--- config.mk ---
export PLATFORM = sky130hd
export DESIGN_NAME = emtn_ctrl
export DESIGN_NICKNAME = d
export VERILOG_FILES = /design/src/design/emtn_pkg.sv /design/src/design/emtn_delay_cnt.sv /design/src/design/emtn_ctrl.sv
export SDC_FILE = /design/constraint.sdc
export NUM_CORES = 1
export LEC_CHECK = 0
export ABC_CLOCK_PERIOD_IN_PS = 4700
export BUFFER_PORTS_ARGS = -buffer_cell sky130_fd_sc_hd__buf_4
export CORE_UTILIZATION = 57
export CTS_BUF_LIST = sky130_fd_sc_hd__clkbuf_4
export CTS_CLUSTER_SIZE = 8
export DETAILED_ROUTE_END_ITERATION = 8
export PLACE_DENSITY = 0.93
export SYNTH_ARGS = -nofsm -noshare
export SYNTH_HDL_FRONTEND = slang
export SYNTH_SLANG_ARGS = --single-unit
--- constraint.sdc ---
create_clock -name clk_sys_in -period 4.7 [get_ports clk_sys_in]
set_clock_uncertainty 0.1 [all_clocks]
set_input_delay 0.94 -clock clk_sys_in [delete_from_list [all_inputs] [get_ports clk_sys_in]]
set_output_delay 0.94 -clock clk_sys_in [all_outputs]
set_load 0.01 [all_outputs]
--- src/design/emtn_pkg.sv ---
package emtn_pkg;
  // register byte offsets on the slave port
  localparam logic [3:0] EXT_TIMING_ADDR = 4'h0;
  localparam logic [3:0] NAND_CTRL_ADDR = 4'h4;
  localparam int ADDR_W = 4;

  // static bank extra timing fields
  localparam int R2R_LSB = 8;
  localparam int W2W_LSB = 0;
  localparam int TURN_W = 8;
  localparam logic [31:0] EXT_RW_MASK = 32'h0000ffff;
  localparam logic [31:0] EXT_RESET = 32'h00000808;

  // nand bank control fields
  localparam int ECC_PGS_LSB = 17;
  localparam int ECC_PGS_W = 3;
  localparam int TAR_LSB = 13;
  localparam int TCR_LSB = 9;
  localparam int LAT_W = 4;
  localparam int ECC_EN_BIT = 6;
  localparam int WIDTH_LSB = 4;
  localparam int WIDTH_W = 2;
  localparam int DEV_BIT = 3;
  localparam int EN_BIT = 2;
  localparam int WAIT_BIT = 1;
  localparam logic [31:0] NAND_RW_MASK = 32'h000ffe7e;
  localparam logic [31:0] NAND_RESET = 32'h00000018;

  // bus width codes
  localparam logic [1:0] WIDTH_8 = 2'h0;
  localparam logic [1:0] WIDTH_16 = 2'h1;

  typedef enum logic [1:0] {
    NAND_IDLE,
    NAND_LATCH,
    NAND_DELAY,
    NAND_STROBE
  } emtn_nand_state_t;
endpackage : emtn_pkg

--- src/design/emtn_delay_cnt.sv ---
`timescale 1ns/10ps
module emtn_delay_cnt #(
  parameter int WIDTH = 9
) (
  // clock and reset
  input wire logic clk_sys_in,
  input wire logic sys_rst_in,
  // load and status
  input wire logic load_in,
  input wire logic [WIDTH-1:0] value_in,
  output logic busy_out,
  output logic last_out
);
  logic [WIDTH-1:0] cnt_q;
  logic [WIDTH-1:0] cnt_d;

  always_comb begin
    cnt_d = cnt_q;
    if (load_in) begin
      cnt_d = value_in;
    end else if (cnt_q != '0) begin
      cnt_d = cnt_q - WIDTH'(1);
    end
  end

  always_ff @(posedge clk_sys_in) begin
    if (sys_rst_in) begin
      cnt_q <= '0;
    end else begin
      cnt_q <= cnt_d;
    end
  end

  assign busy_out = (cnt_q != '0);
  assign last_out = (cnt_q == '0);
endmodule : emtn_delay_cnt

--- src/design/emtn_ctrl.sv ---
// Overview of operation
// RULE_01: back-to-back reads on the static bank are spaced by read field plus one cycles
// RULE_02: back-to-back writes on the static bank are spaced by write field plus one cycles
// RULE_03: read strobe falls address-latch field plus one cycles after address latch falls
// RULE_04: read strobe falls command-latch field plus one cycles after command latch falls
// RULE_05: width code 00 drives eight data bits, 01 sixteen; others reserved
// RULE_06: no nand bank access while the bank enable bit is clear
// RULE_07: with wait enabled, busy stretches the strobe; otherwise busy is ignored
// RULE_08: reserved bits read reset value; turnaround only for same-direction neighbours
`timescale 1ns/10ps
module emtn_ctrl #(
  parameter int DATA_W = 16
) (
  // clock and reset
  input wire logic clk_sys_in,
  input wire logic sys_rst_in,
  // avalon-mm register slave
  input wire logic [emtn_pkg::ADDR_W-1:0] avs_address_in,
  input wire logic avs_read_in,
  input wire logic avs_write_in,
  input wire logic [31:0] avs_writedata_in,
  input wire logic [3:0] avs_byteenable_in,
  output logic [31:0] avs_readdata_out,
  output logic avs_waitrequest_out,
  // static bank access requests
  input wire logic sram_req_in,
  input wire logic sram_we_in,
  output logic sram_grant_out,
  // nand operation requests
  input wire logic nand_req_in,
  input wire logic nand_addr_phase_in,
  input wire logic [DATA_W-1:0] nand_byte_in,
  output logic nand_ready_out,
  output logic nand_done_out,
  output logic [DATA_W-1:0] nand_rdata_out,
  // nand pins
  output logic nand_ce_n_out,
  output logic nand_cle_out,
  output logic nand_ale_out,
  output logic nand_we_n_out,
  output logic nand_re_n_out,
  output logic [DATA_W-1:0] nand_d_out,
  output logic [1:0] nand_d_oe_out,
  input wire logic [DATA_W-1:0] nand_d_in,
  input wire logic nand_rb_n_in
);
  localparam int HALF = DATA_W / 2;

  function automatic logic [31:0] merge(input logic [31:0] old, input logic [31:0] wdat,
                                        input logic [3:0] be, input logic [31:0] rwm);
    logic [31:0] m;
    m = {{8{be[3]}}, {8{be[2]}}, {8{be[1]}}, {8{be[0]}}} & rwm;
    merge = (old & ~m) | (wdat & m);
  endfunction : merge

  // ---------------- register slave ----------------
  logic [31:0] ext_q, ext_d, nand_q, nand_d;
  logic ack_q, ack_d;
  logic [31:0] rdata_q, rdata_d;
  logic wr_take;

  assign avs_waitrequest_out = (avs_read_in | avs_write_in) & ~ack_q;
  assign wr_take = avs_write_in & ack_q;

  always_comb begin
    ack_d = (avs_read_in | avs_write_in) & ~ack_q;
    rdata_d = rdata_q;
    ext_d = ext_q;
    nand_d = nand_q;
    if (avs_read_in && !ack_q) begin
      case (avs_address_in)
        emtn_pkg::EXT_TIMING_ADDR: rdata_d = ext_q;
        emtn_pkg::NAND_CTRL_ADDR: rdata_d = nand_q;
        default: rdata_d = 32'h00000000;
      endcase
    end
    if (wr_take && avs_address_in == emtn_pkg::EXT_TIMING_ADDR) begin
      ext_d = merge(ext_q, avs_writedata_in, avs_byteenable_in, emtn_pkg::EXT_RW_MASK); // see RULE_08
    end
    if (wr_take && avs_address_in == emtn_pkg::NAND_CTRL_ADDR) begin
      nand_d = merge(nand_q, avs_writedata_in, avs_byteenable_in, emtn_pkg::NAND_RW_MASK); // see RULE_08
      // a reserved width code would leave the pins undefined, so keep the old width
      if (nand_d[emtn_pkg::WIDTH_LSB +: emtn_pkg::WIDTH_W] != emtn_pkg::WIDTH_8 &&
          nand_d[emtn_pkg::WIDTH_LSB +: emtn_pkg::WIDTH_W] != emtn_pkg::WIDTH_16) begin
        nand_d[emtn_pkg::WIDTH_LSB +: emtn_pkg::WIDTH_W] =
          nand_q[emtn_pkg::WIDTH_LSB +: emtn_pkg::WIDTH_W]; // see RULE_05
      end
    end
  end

  always_ff @(posedge clk_sys_in) begin
    if (sys_rst_in) begin
      ack_q <= 1'b0;
      rdata_q <= 32'h00000000;
      ext_q <= emtn_pkg::EXT_RESET;
      nand_q <= emtn_pkg::NAND_RESET;
    end else begin
      ack_q <= ack_d;
      rdata_q <= rdata_d;
      ext_q <= ext_d;
      nand_q <= nand_d;
    end
  end

  assign avs_readdata_out = rdata_q;

  logic [emtn_pkg::TURN_W-1:0] r2r_f, w2w_f;
  logic [emtn_pkg::LAT_W-1:0] tar_f, tcr_f;
  logic bank_en, wait_en, wide;
  assign r2r_f = ext_q[emtn_pkg::R2R_LSB +: emtn_pkg::TURN_W];
  assign w2w_f = ext_q[emtn_pkg::W2W_LSB +: emtn_pkg::TURN_W];
  assign tar_f = nand_q[emtn_pkg::TAR_LSB +: emtn_pkg::LAT_W];
  assign tcr_f = nand_q[emtn_pkg::TCR_LSB +: emtn_pkg::LAT_W];
  assign bank_en = nand_q[emtn_pkg::EN_BIT];
  assign wait_en = nand_q[emtn_pkg::WAIT_BIT];
  assign wide = (nand_q[emtn_pkg::WIDTH_LSB +: emtn_pkg::WIDTH_W] == emtn_pkg::WIDTH_16);

  // ---------------- static bank turnaround ----------------
  logic rd_busy, wr_busy, rd_grant, wr_grant;
  assign sram_grant_out = sram_req_in & (sram_we_in ? ~wr_busy : ~rd_busy); // see RULE_01
  assign rd_grant = sram_grant_out & ~sram_we_in;
  assign wr_grant = sram_grant_out & sram_we_in;

  // an opposite-direction grant reloads zero: the gap only guards same-direction pairs
  emtn_delay_cnt #(.WIDTH(emtn_pkg::TURN_W + 1)) u_rd_turn (
    .clk_sys_in(clk_sys_in),
    .sys_rst_in(sys_rst_in),
    .load_in(sram_grant_out),
    .value_in(rd_grant ? {1'b0, r2r_f} + 9'h001 : 9'h000), // see RULE_01 RULE_08
    .busy_out(rd_busy),
    .last_out()
  );

  emtn_delay_cnt #(.WIDTH(emtn_pkg::TURN_W + 1)) u_wr_turn (
    .clk_sys_in(clk_sys_in),
    .sys_rst_in(sys_rst_in),
    .load_in(sram_grant_out),
    .value_in(wr_grant ? {1'b0, w2w_f} + 9'h001 : 9'h000), // see RULE_02 RULE_08
    .busy_out(wr_busy),
    .last_out()
  );

  // ---------------- nand sequencer ----------------
  logic [1:0] rb_sync_q;
  logic [DATA_W-1:0] d_s1_q, d_s2_q;
  always_ff @(posedge clk_sys_in) begin
    if (sys_rst_in) begin
      rb_sync_q <= 2'h3;
      d_s1_q <= '0;
      d_s2_q <= '0;
    end else begin
      rb_sync_q <= {rb_sync_q[0], nand_rb_n_in};
      d_s1_q <= nand_d_in;
      d_s2_q <= d_s1_q;
    end
  end

  emtn_pkg::emtn_nand_state_t st_q, st_d;
  logic kind_q, kind_d;
  logic wide_q, wide_d;
  logic [emtn_pkg::LAT_W-1:0] dly_q, dly_d;
  logic [DATA_W-1:0] wbyte_q, wbyte_d, rdata_nq, rdata_nd;
  logic done_q, done_d;
  logic cle_q, ale_q, we_n_q, re_n_q, ce_n_q;
  logic cle_d, ale_d, we_n_d, re_n_d, ce_n_d;
  logic [1:0] oe_q, oe_d;
  logic lat_last, mem_busy;

  assign mem_busy = ~rb_sync_q[1];
  assign nand_ready_out = bank_en & (st_q == emtn_pkg::NAND_IDLE); // see RULE_06

  emtn_delay_cnt #(.WIDTH(emtn_pkg::LAT_W)) u_lat_dly (
    .clk_sys_in(clk_sys_in),
    .sys_rst_in(sys_rst_in),
    .load_in(st_q == emtn_pkg::NAND_LATCH),
    .value_in(dly_q),
    .busy_out(),
    .last_out(lat_last)
  );

  always_comb begin
    st_d = st_q;
    kind_d = kind_q;
    wide_d = wide_q;
    dly_d = dly_q;
    wbyte_d = wbyte_q;
    rdata_nd = rdata_nq;
    done_d = 1'b0;
    case (st_q)
      emtn_pkg::NAND_IDLE: begin
        if (nand_req_in && bank_en) begin // see RULE_06
          st_d = emtn_pkg::NAND_LATCH;
          kind_d = nand_addr_phase_in;
          wide_d = wide;
          dly_d = nand_addr_phase_in ? tar_f : tcr_f; // see RULE_03 RULE_04
          wbyte_d = nand_byte_in;
        end
      end
      emtn_pkg::NAND_LATCH: st_d = emtn_pkg::NAND_DELAY;
      emtn_pkg::NAND_DELAY: begin
        if (lat_last) begin
          st_d = emtn_pkg::NAND_STROBE;
        end
      end
      emtn_pkg::NAND_STROBE: begin
        if (!(wait_en && mem_busy)) begin // see RULE_07
          st_d = emtn_pkg::NAND_IDLE;
          done_d = 1'b1;
          rdata_nd = wide_q ? d_s2_q : {{HALF{1'b0}}, d_s2_q[HALF-1:0]}; // see RULE_05
        end
      end
      default: st_d = emtn_pkg::NAND_IDLE;
    endcase
    // pins follow the next state so that they leave flip-flops in step with it
    cle_d = (st_d == emtn_pkg::NAND_LATCH) & ~kind_d;
    ale_d = (st_d == emtn_pkg::NAND_LATCH) & kind_d;
    we_n_d = (st_d != emtn_pkg::NAND_LATCH);
    re_n_d = (st_d != emtn_pkg::NAND_STROBE);
    ce_n_d = (st_d == emtn_pkg::NAND_IDLE);
    oe_d = (st_d == emtn_pkg::NAND_LATCH) ? {wide_d, 1'b1} : 2'h0; // see RULE_05
  end

  always_ff @(posedge clk_sys_in) begin
    if (sys_rst_in) begin
      st_q <= emtn_pkg::NAND_IDLE;
      kind_q <= 1'b0;
      wide_q <= 1'b1;
      dly_q <= '0;
      wbyte_q <= '0;
      rdata_nq <= '0;
      done_q <= 1'b0;
      cle_q <= 1'b0;
      ale_q <= 1'b0;
      we_n_q <= 1'b1;
      re_n_q <= 1'b1;
      ce_n_q <= 1'b1;
      oe_q <= 2'h0;
    end else begin
      st_q <= st_d;
      kind_q <= kind_d;
      wide_q <= wide_d;
      dly_q <= dly_d;
      wbyte_q <= wbyte_d;
      rdata_nq <= rdata_nd;
      done_q <= done_d;
      cle_q <= cle_d;
      ale_q <= ale_d;
      we_n_q <= we_n_d;
      re_n_q <= re_n_d;
      ce_n_q <= ce_n_d;
      oe_q <= oe_d;
    end
  end

  assign nand_cle_out = cle_q;
  assign nand_ale_out = ale_q;
  assign nand_we_n_out = we_n_q;
  assign nand_re_n_out = re_n_q;
  assign nand_ce_n_out = ce_n_q;
  assign nand_d_oe_out = oe_q;
  assign nand_d_out = wbyte_q;
  assign nand_done_out = done_q;
  assign nand_rdata_out = rdata_nq;

  // ---------------- checking helpers ----------------
  logic [8:0] rd_age_q, wr_age_q;
  logic [4:0] lat_age_q;
  logic rd_seen_q, wr_seen_q;
  always_ff @(posedge clk_sys_in) begin
    if (sys_rst_in) begin
      rd_age_q <= 9'h000;
      wr_age_q <= 9'h000;
      rd_seen_q <= 1'b0;
      wr_seen_q <= 1'b0;
      lat_age_q <= 5'h00;
    end else begin
      rd_seen_q <= rd_grant | (rd_seen_q & ~wr_grant);
      wr_seen_q <= wr_grant | (wr_seen_q & ~rd_grant);
      rd_age_q <= rd_grant ? 9'h000 : (rd_age_q == 9'h1ff ? rd_age_q : rd_age_q + 9'h001);
      wr_age_q <= wr_grant ? 9'h000 : (wr_age_q == 9'h1ff ? wr_age_q : wr_age_q + 9'h001);
      lat_age_q <= (cle_q | ale_q) ? 5'h00 : (lat_age_q == 5'h1f ? lat_age_q : lat_age_q + 5'h01);
    end
  end
endmodule : emtn_ctrl

==> summary.md, run 1 <==
| Metric | Value |
|---|---|
| Run status | `completed` |
| CTS sink cnt | `157` |
| Gr usage total | `26.8%` |
| Setup Slack @ Placement | `1.73 ns` |
| Placed cells | `899` |
| Post-synth EDFFs | `0` |
| Share of cells above drive strength 1 | `23.4%` |
| Critical Path Sink Type | `primary output` |
| Clock power frac | `28.3%` |
| Yosys Warn Count | `0` |
| Nets | `868` |
| Top delay family on crit path | `simple AND/OR/NAND/NOR gates` |
| Unrepaired setup endpoints after global routing | `false` |
| Slew Limit Headroom | `15.9%` |
| Die H | `106 µm` |
| Number of I/O port buffers | `130` |
| Tcrit/Tclk final | `76.7%` |
| Power Density | `407 nW/µm²` |
| Final WS setup | `1.10 ns` |
| Power Total | `3.03 mW` |
| CTS Buf Count | `17` |
| Die area | `11200 µm²` |
| Post-CTS setup buffers | `0` |
| Crit path time final | `3.60 ns` |
| NetSw | `0.996 mW` |
| Hold-fix buffers, CTS | `0` |
| Leak | `3.04 nW` |
| Pin count of the biggest net entering global routing | `64` |
| Worst path bufs/invs | `1` |
| Post-Layout Cell Count | `931` |
| Comb power frac | `22.8%` |
| Post-CTS sizing | `0` |
| Ant diodes | `0` |
| Int Power | `2.04 mW` |
| First-pass GRT wire length | `23800 µm` |
| Core area | `10400 µm²` |
| Worst VDD drop | `267 µV` |
| Total vias in the final route | `5269` |
| Initial Util | `59.1%` |
| H-tree depth | `4` |
| CP max stage cell | `or4_1` |
| Area grow syn2layout | `21.1%` |
| Final HPWL DP | `10400 µm` |
| Synth Flop Type | `dfxtp_1` |
| Max-slew violations | `0` |
| Ports | `156` |
| Initial antenna violation count | `0` |
| Register area share after synthesis | `51.1%` |
| Via-to-Cell Ratio | `5.66` |
| Worst setup SP type | `flop` |
| Root Buffer | `clkbuf_4` |
| Fill cells | `738` |
| Setup TNS | `0 ns` |
| Gpl congestion | `0.873` |
| Worst-path cell chain | `or4_1 > nor3_1 > nand2_1 > o21ai_0 > and2_1 > buf_4` |
| Max_cap viols | `0` |
| Pre-Repair DR Iteration Count | `6` |
| Final ANT Viol Nets | `0` |
| Routed length per instance | `15.9 µm` |
| 1st-iter DRT viols | `350` |
| Sequential Area | `3140 µm²` |
| WL final | `14800 µm` |
| Number of global-route vias before repair | `5192` |
| Remaining DRCs | `0` |
| CP max stage delay | `0.67 ns` |
| Core Rows | `37` |
| Fmax | `277 MHz` |
| Hold Fails Final Rpt | `0` |
| Share of synthesized registers carrying an async set or reset | `0%` |
| Sw Share | `32.8%` |
| Grt ovf | `0` |
| CTS tree | `built` |
| CP arrival | `2.56 ns` |
| Worst-margin pin slew | `1.26 ns` |
| Die X-Extent | `106 µm` |
| Clock transition at path regs | `0.15 ns` |
| Syn Inst Count | `673` |
| Seq cells post-synth | `157` |
| Worst Path Required | `3.66 ns` |
| Final core utilization | `71.5%` |
| Worst Path Max Fanout | `6` |
| Reg power frac | `48.9%` |
| Mean cell area of the mapped netlist | `9.14 µm²` |
| Setup violators final | `0` |
| Library cells used by synthesis | `51` |
| Worst Hold Class | `flop to flop` |
| Multi-input logic area | `2770 µm²` |
| Mapped cell area | `6150 µm²` |
| Worst-Skew Late Latency | `0.55 ns` |
| Clock Path Buffers | `2` |
| Crit path kind | `flop to primary output` |
[logic make-up (layout without fill, tap and decap cells)]
family	Yosys count	after routing	synth area share, %
AO/OA/AOI/OAI	97	97	10.6
XOR/XNOR	22	22	3.13
adder cells (fa/ha/maj)	5	5	1.02
buffers and inverters	65	176	4.84
flip-flops	157	157	51.1
multiplexers	39	39	6.37
other	1	12	0.0610
AND/OR/NAND/NOR	287	287	22.8
[layer usage]
metal / part of all wire (%) / vias to the layer above / global-route usage, %
met5: 0 / - / 0
met4: 3.1 / 0 / 12.9
met3: 6.4 / 43 / 7.17
met2: 51 / 221 / 46.7
met1: 40 / 2506 / 30.3
li1: - / 2499 / -
[cell usage in the layout, fill, tap and decap left out, drive strengths merged, types with 16 or more instances in the layout]
cell / instances
nor2: 82
inv: 16
clkbuf: 17
a21oi: 45
dfxtp: 157
buf: 136
mux2i: 38
nand3: 23
nor2b: 38
nand2: 74
nor3: 24
[final timing paths]
check,from,to,slack [ns],depth (start not counted)
min,d_s1_q[6],d_s2_q[6],0.35,1
max,u_wr_turn.cnt_q[2],sram_grant_out,1.10,6
min reg2reg,d_s1_q[6],d_s2_q[6],0.35,1
max reg2reg,u_wr_turn.cnt_q[2],u_wr_turn.cnt_q[6],1.67,5
[power groups by stage]
stage	sequential [mW]	combinational (mW)	clock [mW]
final	1.48	0.692	0.858
after global routing	1.49	0.751	0.921
after CTS	1.48	0.686	0.873
after detailed placement	1.51	0.679	0
after global placement	1.50	0.634	0
after floorplan	1.49	0.524	0
[Yosys cell counts, types with 2 or more instances]
cell	count	area [µm²]
a211o_1	6	52.6
a211oi_1	6	45.0
a21oi_1	43	215
a21oi_2	2	17.5
a221oi_1	13	114
a22oi_1	11	82.6
a31oi_1	2	12.5
and2_1	3	18.8
and3_1	3	18.8
and4_1	7	61.3
buf_2	7	35.0
buf_4	12	90.1
clkbuf_1	38	143
dfxtp_1	157	3140
ha_1	5	62.6
inv_1	8	30.0
mux2i_1	38	380
nand2_1	74	278
nand2b_1	9	56.3
nand3_1	23	115
nand3b_1	2	15.0
nand4_1	3	18.8
nor2_1	82	308
nor2b_1	38	238
nor3_1	24	120
nor4_2	2	25.0
o21ai_0	4	20.0
o31ai_1	2	15.0
or2_2	3	18.8
or3_1	2	12.5
or3b_2	2	17.5
or4_1	3	22.5
xnor2_1	12	105
xor2_1	10	87.6
[through the flow]
step / area (µm²) / hold slack [ns]
floorplan: 6190 / 0.289
CTS: 7450 / 0.342
finish: 7450 / 0.348
global placement: 7130 / 0.294
global route: 7450 / 0.356
detailed placement: 7130 / 0.308
[worst register-to-register path, delay by kind of cell (launching register included)]
| family | cells | cell delay (ns) |
|---|---|---|
| DFF | 1 | 0.37 |
| AOI/OAI and AO/OA | 1 | 0.30 |
| and+or+nand+nor | 4 | 2.16 |
[area by class of cell]
cell class / count / share of cell area [%]
Sequential cell: 157 / 42.2
Multi-Input combinational cell: 462 / 37.1
Timing Repair Buffer: 136 / 13.7
Clock inverter: 15 / 2.60
Tap cell: 136 / 2.28
Clock buffer: 17 / 1.71
Inverter: 8 / 0.403
No activity file was read; power rests on OpenSTA's default activity.
==> inputs of run 2 (changes only) <==
--- a/config.mk
+++ b/config.mk
@@ -5,13 +5,14 @@
 export SDC_FILE = /design/constraint.sdc
 export NUM_CORES = 1
 export LEC_CHECK = 0
-export ABC_CLOCK_PERIOD_IN_PS = 4700
+export ABC_AREA = 1
+export ABC_CLOCK_PERIOD_IN_PS = 2900
 export BUFFER_PORTS_ARGS = -buffer_cell sky130_fd_sc_hd__buf_4
-export CORE_UTILIZATION = 57
+export CORE_UTILIZATION = 50
 export CTS_BUF_LIST = sky130_fd_sc_hd__clkbuf_4
 export CTS_CLUSTER_SIZE = 8
 export DETAILED_ROUTE_END_ITERATION = 8
-export PLACE_DENSITY = 0.93
+export PLACE_DENSITY = 0.86
 export SYNTH_ARGS = -nofsm -noshare
 export SYNTH_HDL_FRONTEND = slang
 export SYNTH_SLANG_ARGS = --single-unit
==> constraint.sdc (replaced) <==
create_clock -name clk_sys_in -period 2.9 [get_ports clk_sys_in]
set_clock_uncertainty 0.1 [all_clocks]
set_input_delay 0.58 -clock clk_sys_in [delete_from_list [all_inputs] [get_ports clk_sys_in]]
set_output_delay 0.58 -clock clk_sys_in [all_outputs]
set_load 0.01 [all_outputs]
==> run 2 against run 1 <==
Net effect: clock-buffer cell count unchanged; core utilization decreased by 8.0 points; wire length decreased by 2.2%; synthesized cell count increased by 26%; sequential share of layout area decreased by 1.7 points; sequential power increased by 66%; combinational power increased by 100%; synthesized area increased by 3.3%; clock power increased by 53%; flip-flop and latch count unchanged; first-iteration DRC count increased by 33%; highest routed layer unchanged.
==> summary.md, run 2 <==
| Metric | Value |
|---|---|
| Run status | `completed` |
| Area share of the largest cell type after synthesis | `49.5%` |
| Gr usage total | `22.7%` |
| Clock power frac | `25.4%` |
| Core area | `12200 µm²` |
| Worst-Skew Late Latency | `0.56 ns` |
| Final WS setup | `0.246 ns` |
| Final ANT Viol Nets | `0` |
| Library cells used by synthesis | `36` |
| Most common cell in the synthesized netlist | `dfxtp_1` |
| Initial Util | `52.0%` |
| Reg power frac | `47.4%` |
| Critical Path Sink Type | `primary output` |
| WHS Endpoint | `rb_sync_q[0]` |
| Final core utilization | `63.5%` |
| Crit path kind | `flop to primary output` |
| CP arrival | `1.97 ns` |
| Clock transition at path regs | `0.15 ns` |
| Die X-Extent | `115 µm` |
| WL final | `14500 µm` |
| Setup Slack @ Placement | `0.676 ns` |
| Comb power frac | `27.3%` |
| Die H | `115 µm` |
| Largest cells by area after synthesis | `dfxtp_1 (49%), nor2_1 (9.1%), inv_1 (6.9%), o21ai_0 (6.8%), nand2_1 (6.4%)` |
| Worst-path cell chain | `inv_1 > ha_2 > nand2_1 > nor2_2 > nand3_4 > nand2_4 > nand3_4 > inv_1 > buf_4` |
| Gpl congestion | `0.854` |
| CTS sink cnt | `157` |
| Routed length per instance | `12.6 µm` |
| Crit path time final | `2.65 ns` |
| Setup TNS | `0 ns` |
| Core Rows | `40` |
| Pin count of the biggest net entering global routing | `65` |
| Pre-Repair DR Iteration Count | `5` |
| H-tree depth | `4` |
| Sw Share | `35.9%` |
| Register area share after synthesis | `49.5%` |
| Seq cells post-synth | `157` |
| Yosys Warn Count | `0` |
| Number of I/O port buffers | `130` |
| Most frequent cells in the layout | `dfxtp_1 (157), nor2_1 (152), buf_4 (140), inv_1 (116), nand2_1 (109)` |
| Nets | `1058` |
| Remaining DRCs | `0` |
| Worst Path Required | `2.22 ns` |
| CP max stage cell | `dfxtp_1` |
| Worst setup SP type | `flop` |
| Hold Startpoint | `nand_rb_n_in` |
| Root Buffer | `clkbuf_4` |
| Share of synthesized registers carrying an async set or reset | `0%` |
| R2R cell count | `11` |
| Number of global-route vias before repair | `5119` |
| Max_cap viols | `0` |
| Fmax | `377 MHz` |
| Worst Path Max Fanout | `6` |
| Syn Inst Count | `846` |
| Mapped cell area | `6350 µm²` |
| Grt ovf | `0` |
| Tcrit/Tclk final | `91.5%` |
| Total vias in the final route | `5694` |
| Worst Hold Class | `primary input to flop` |
| Top delay family on crit path | `simple AND/OR/NAND/NOR gates` |
| Top cells by count, synth | `dfxtp_1 (157), nor2_1 (154), inv_1 (116)` |
| Ports | `156` |
| Synth Flop Type | `dfxtp_1` |
| Slew Limit Headroom | `61.6%` |
| NetSw | `1.86 mW` |
| CTS Buf Count | `17` |
| Max-slew violations | `0` |
| Via-to-Cell Ratio | `4.93` |
| Worst VDD drop | `330 µV` |
| 1st-iter DRT viols | `465` |
| Leak | `3.64 nW` |
| CTS tree | `built` |
| Int Power | `3.31 mW` |
| Worst-margin pin slew | `0.575 ns` |
| Unrepaired setup endpoints after global routing | `false` |
| Clock Path Buffers | `2` |
| Power Density | `666 nW/µm²` |
| CP max stage delay | `0.34 ns` |
| Post-synth EDFFs | `0` |
| Hold Path Depth | `2` |
| Worst path bufs/invs | `3` |
| Share of cells above drive strength 1 | `20.4%` |
| Die area | `13200 µm²` |
| Area grow syn2layout | `22.0%` |
| Hold Fails Final Rpt | `0` |
| Most common cell after layout, fill and taps aside | `dfxtp_1` |
| Setup violators final | `0` |
| Final HPWL DP | `10400 µm` |
| R2R Path Start | `u_rd_turn.cnt_q[0]` |
| Initial antenna violation count | `0` |
| Largest area contributor in the netlist | `dfxtp_1` |
| First-pass GRT wire length | `23400 µm` |
| Worst R2R End | `u_rd_turn.cnt_q[4]` |
| FF-to-FF setup slack | `1.02 ns` |
| Mean cell area of the mapped netlist | `7.51 µm²` |
-- run 2: through the flow --
step | power, mW | area (µm²) | std cells | hold slack (ns)
2_1_floorplan | 3.54 | 6400 | 857 | 0.288
3_3_place_gp | 3.82 | 7430 | 1118 | 0.289
3_5_place_dp | 3.87 | 7430 | 1118 | 0.293
4_1_cts | 5.17 | 7720 | 1150 | 0.0550
5_1_grt | 5.50 | 7750 | 1153 | 0.0395
6_report | 5.17 | 7750 | 1154 | 0.0917
-- run 2: power groups by stage --
| stage | Clock, mW | Sequential (mW) | Combinational, mW |
|---|---|---|---|
| 2_1_floorplan | 0 | 2.48 | 1.06 |
| 3_3_place_gp | 0 | 2.49 | 1.33 |
| 3_5_place_dp | 0 | 2.49 | 1.38 |
| 4_1_cts | 1.34 | 2.45 | 1.39 |
| 5_1_grt | 1.44 | 2.47 | 1.59 |
| 6_report | 1.31 | 2.45 | 1.41 |
-- run 2: worst reg2reg max path: cells and delay by family, from the launching register on --
family,cells,cell delay [ns]
AND/OR/NAND/NOR,8,0.87
flip-flops,1,0.34
buffers and inverters,2,0.27
adder cells (fa/ha/maj),1,0.24
-- run 2: area by class of cell --
class	instances	area, µm²
Fill cell	1057	4460
Sequential cell	157	3140
Multi-Input combinational cell	533	2570
Timing Repair Buffer	141	1070
Inverter	122	458
Tap cell	168	210
Clock inverter	15	169
Clock buffer	17	128
Antenna cell	1	2.50
-- run 2: logic make-up (layout without fill, tap and decap cells) --
kind of cell	after synthesis	after routing	share of synthesized area (%)
compound gates	170	170	14.5
xor+xnor	11	11	1.52
fa+ha+maj	5	5	0.984
buf+inv	167	295	10.8
flops	157	157	49.5
other cells	1	13	0.0590
simple gates	335	335	22.7
-- run 2: how the worst max path moves through the flow --
stage	to	cells after the start	from	slack, ns
after CTS	sram_grant_out	9	u_rd_turn.cnt_q[0]	0.01
after floorplan	sram_grant_out	9	u_rd_turn.cnt_q[0]	0.88
after global placement	sram_grant_out	9	u_rd_turn.cnt_q[0]	0.72
final	sram_grant_out	9	u_rd_turn.cnt_q[0]	0.25
after detailed placement	sram_grant_out	9	u_rd_turn.cnt_q[0]	0.68
after global routing	sram_grant_out	9	u_wr_turn.cnt_q[0]	0.09
-- run 2: repair_timing --
action,in CTS,in global routing
setup endpoints to repair,0,1
hold buffers,0,0
gates resized for setup,0,2
setup buffers,0,3
hold endpoints to repair,0,0
-- run 2: metal layers --
layer	track usage, %	wire (µm)
met5	0	0
met2	38.3	7010
met3	7.12	1010
met1	27.0	6140
met4	9.26	365
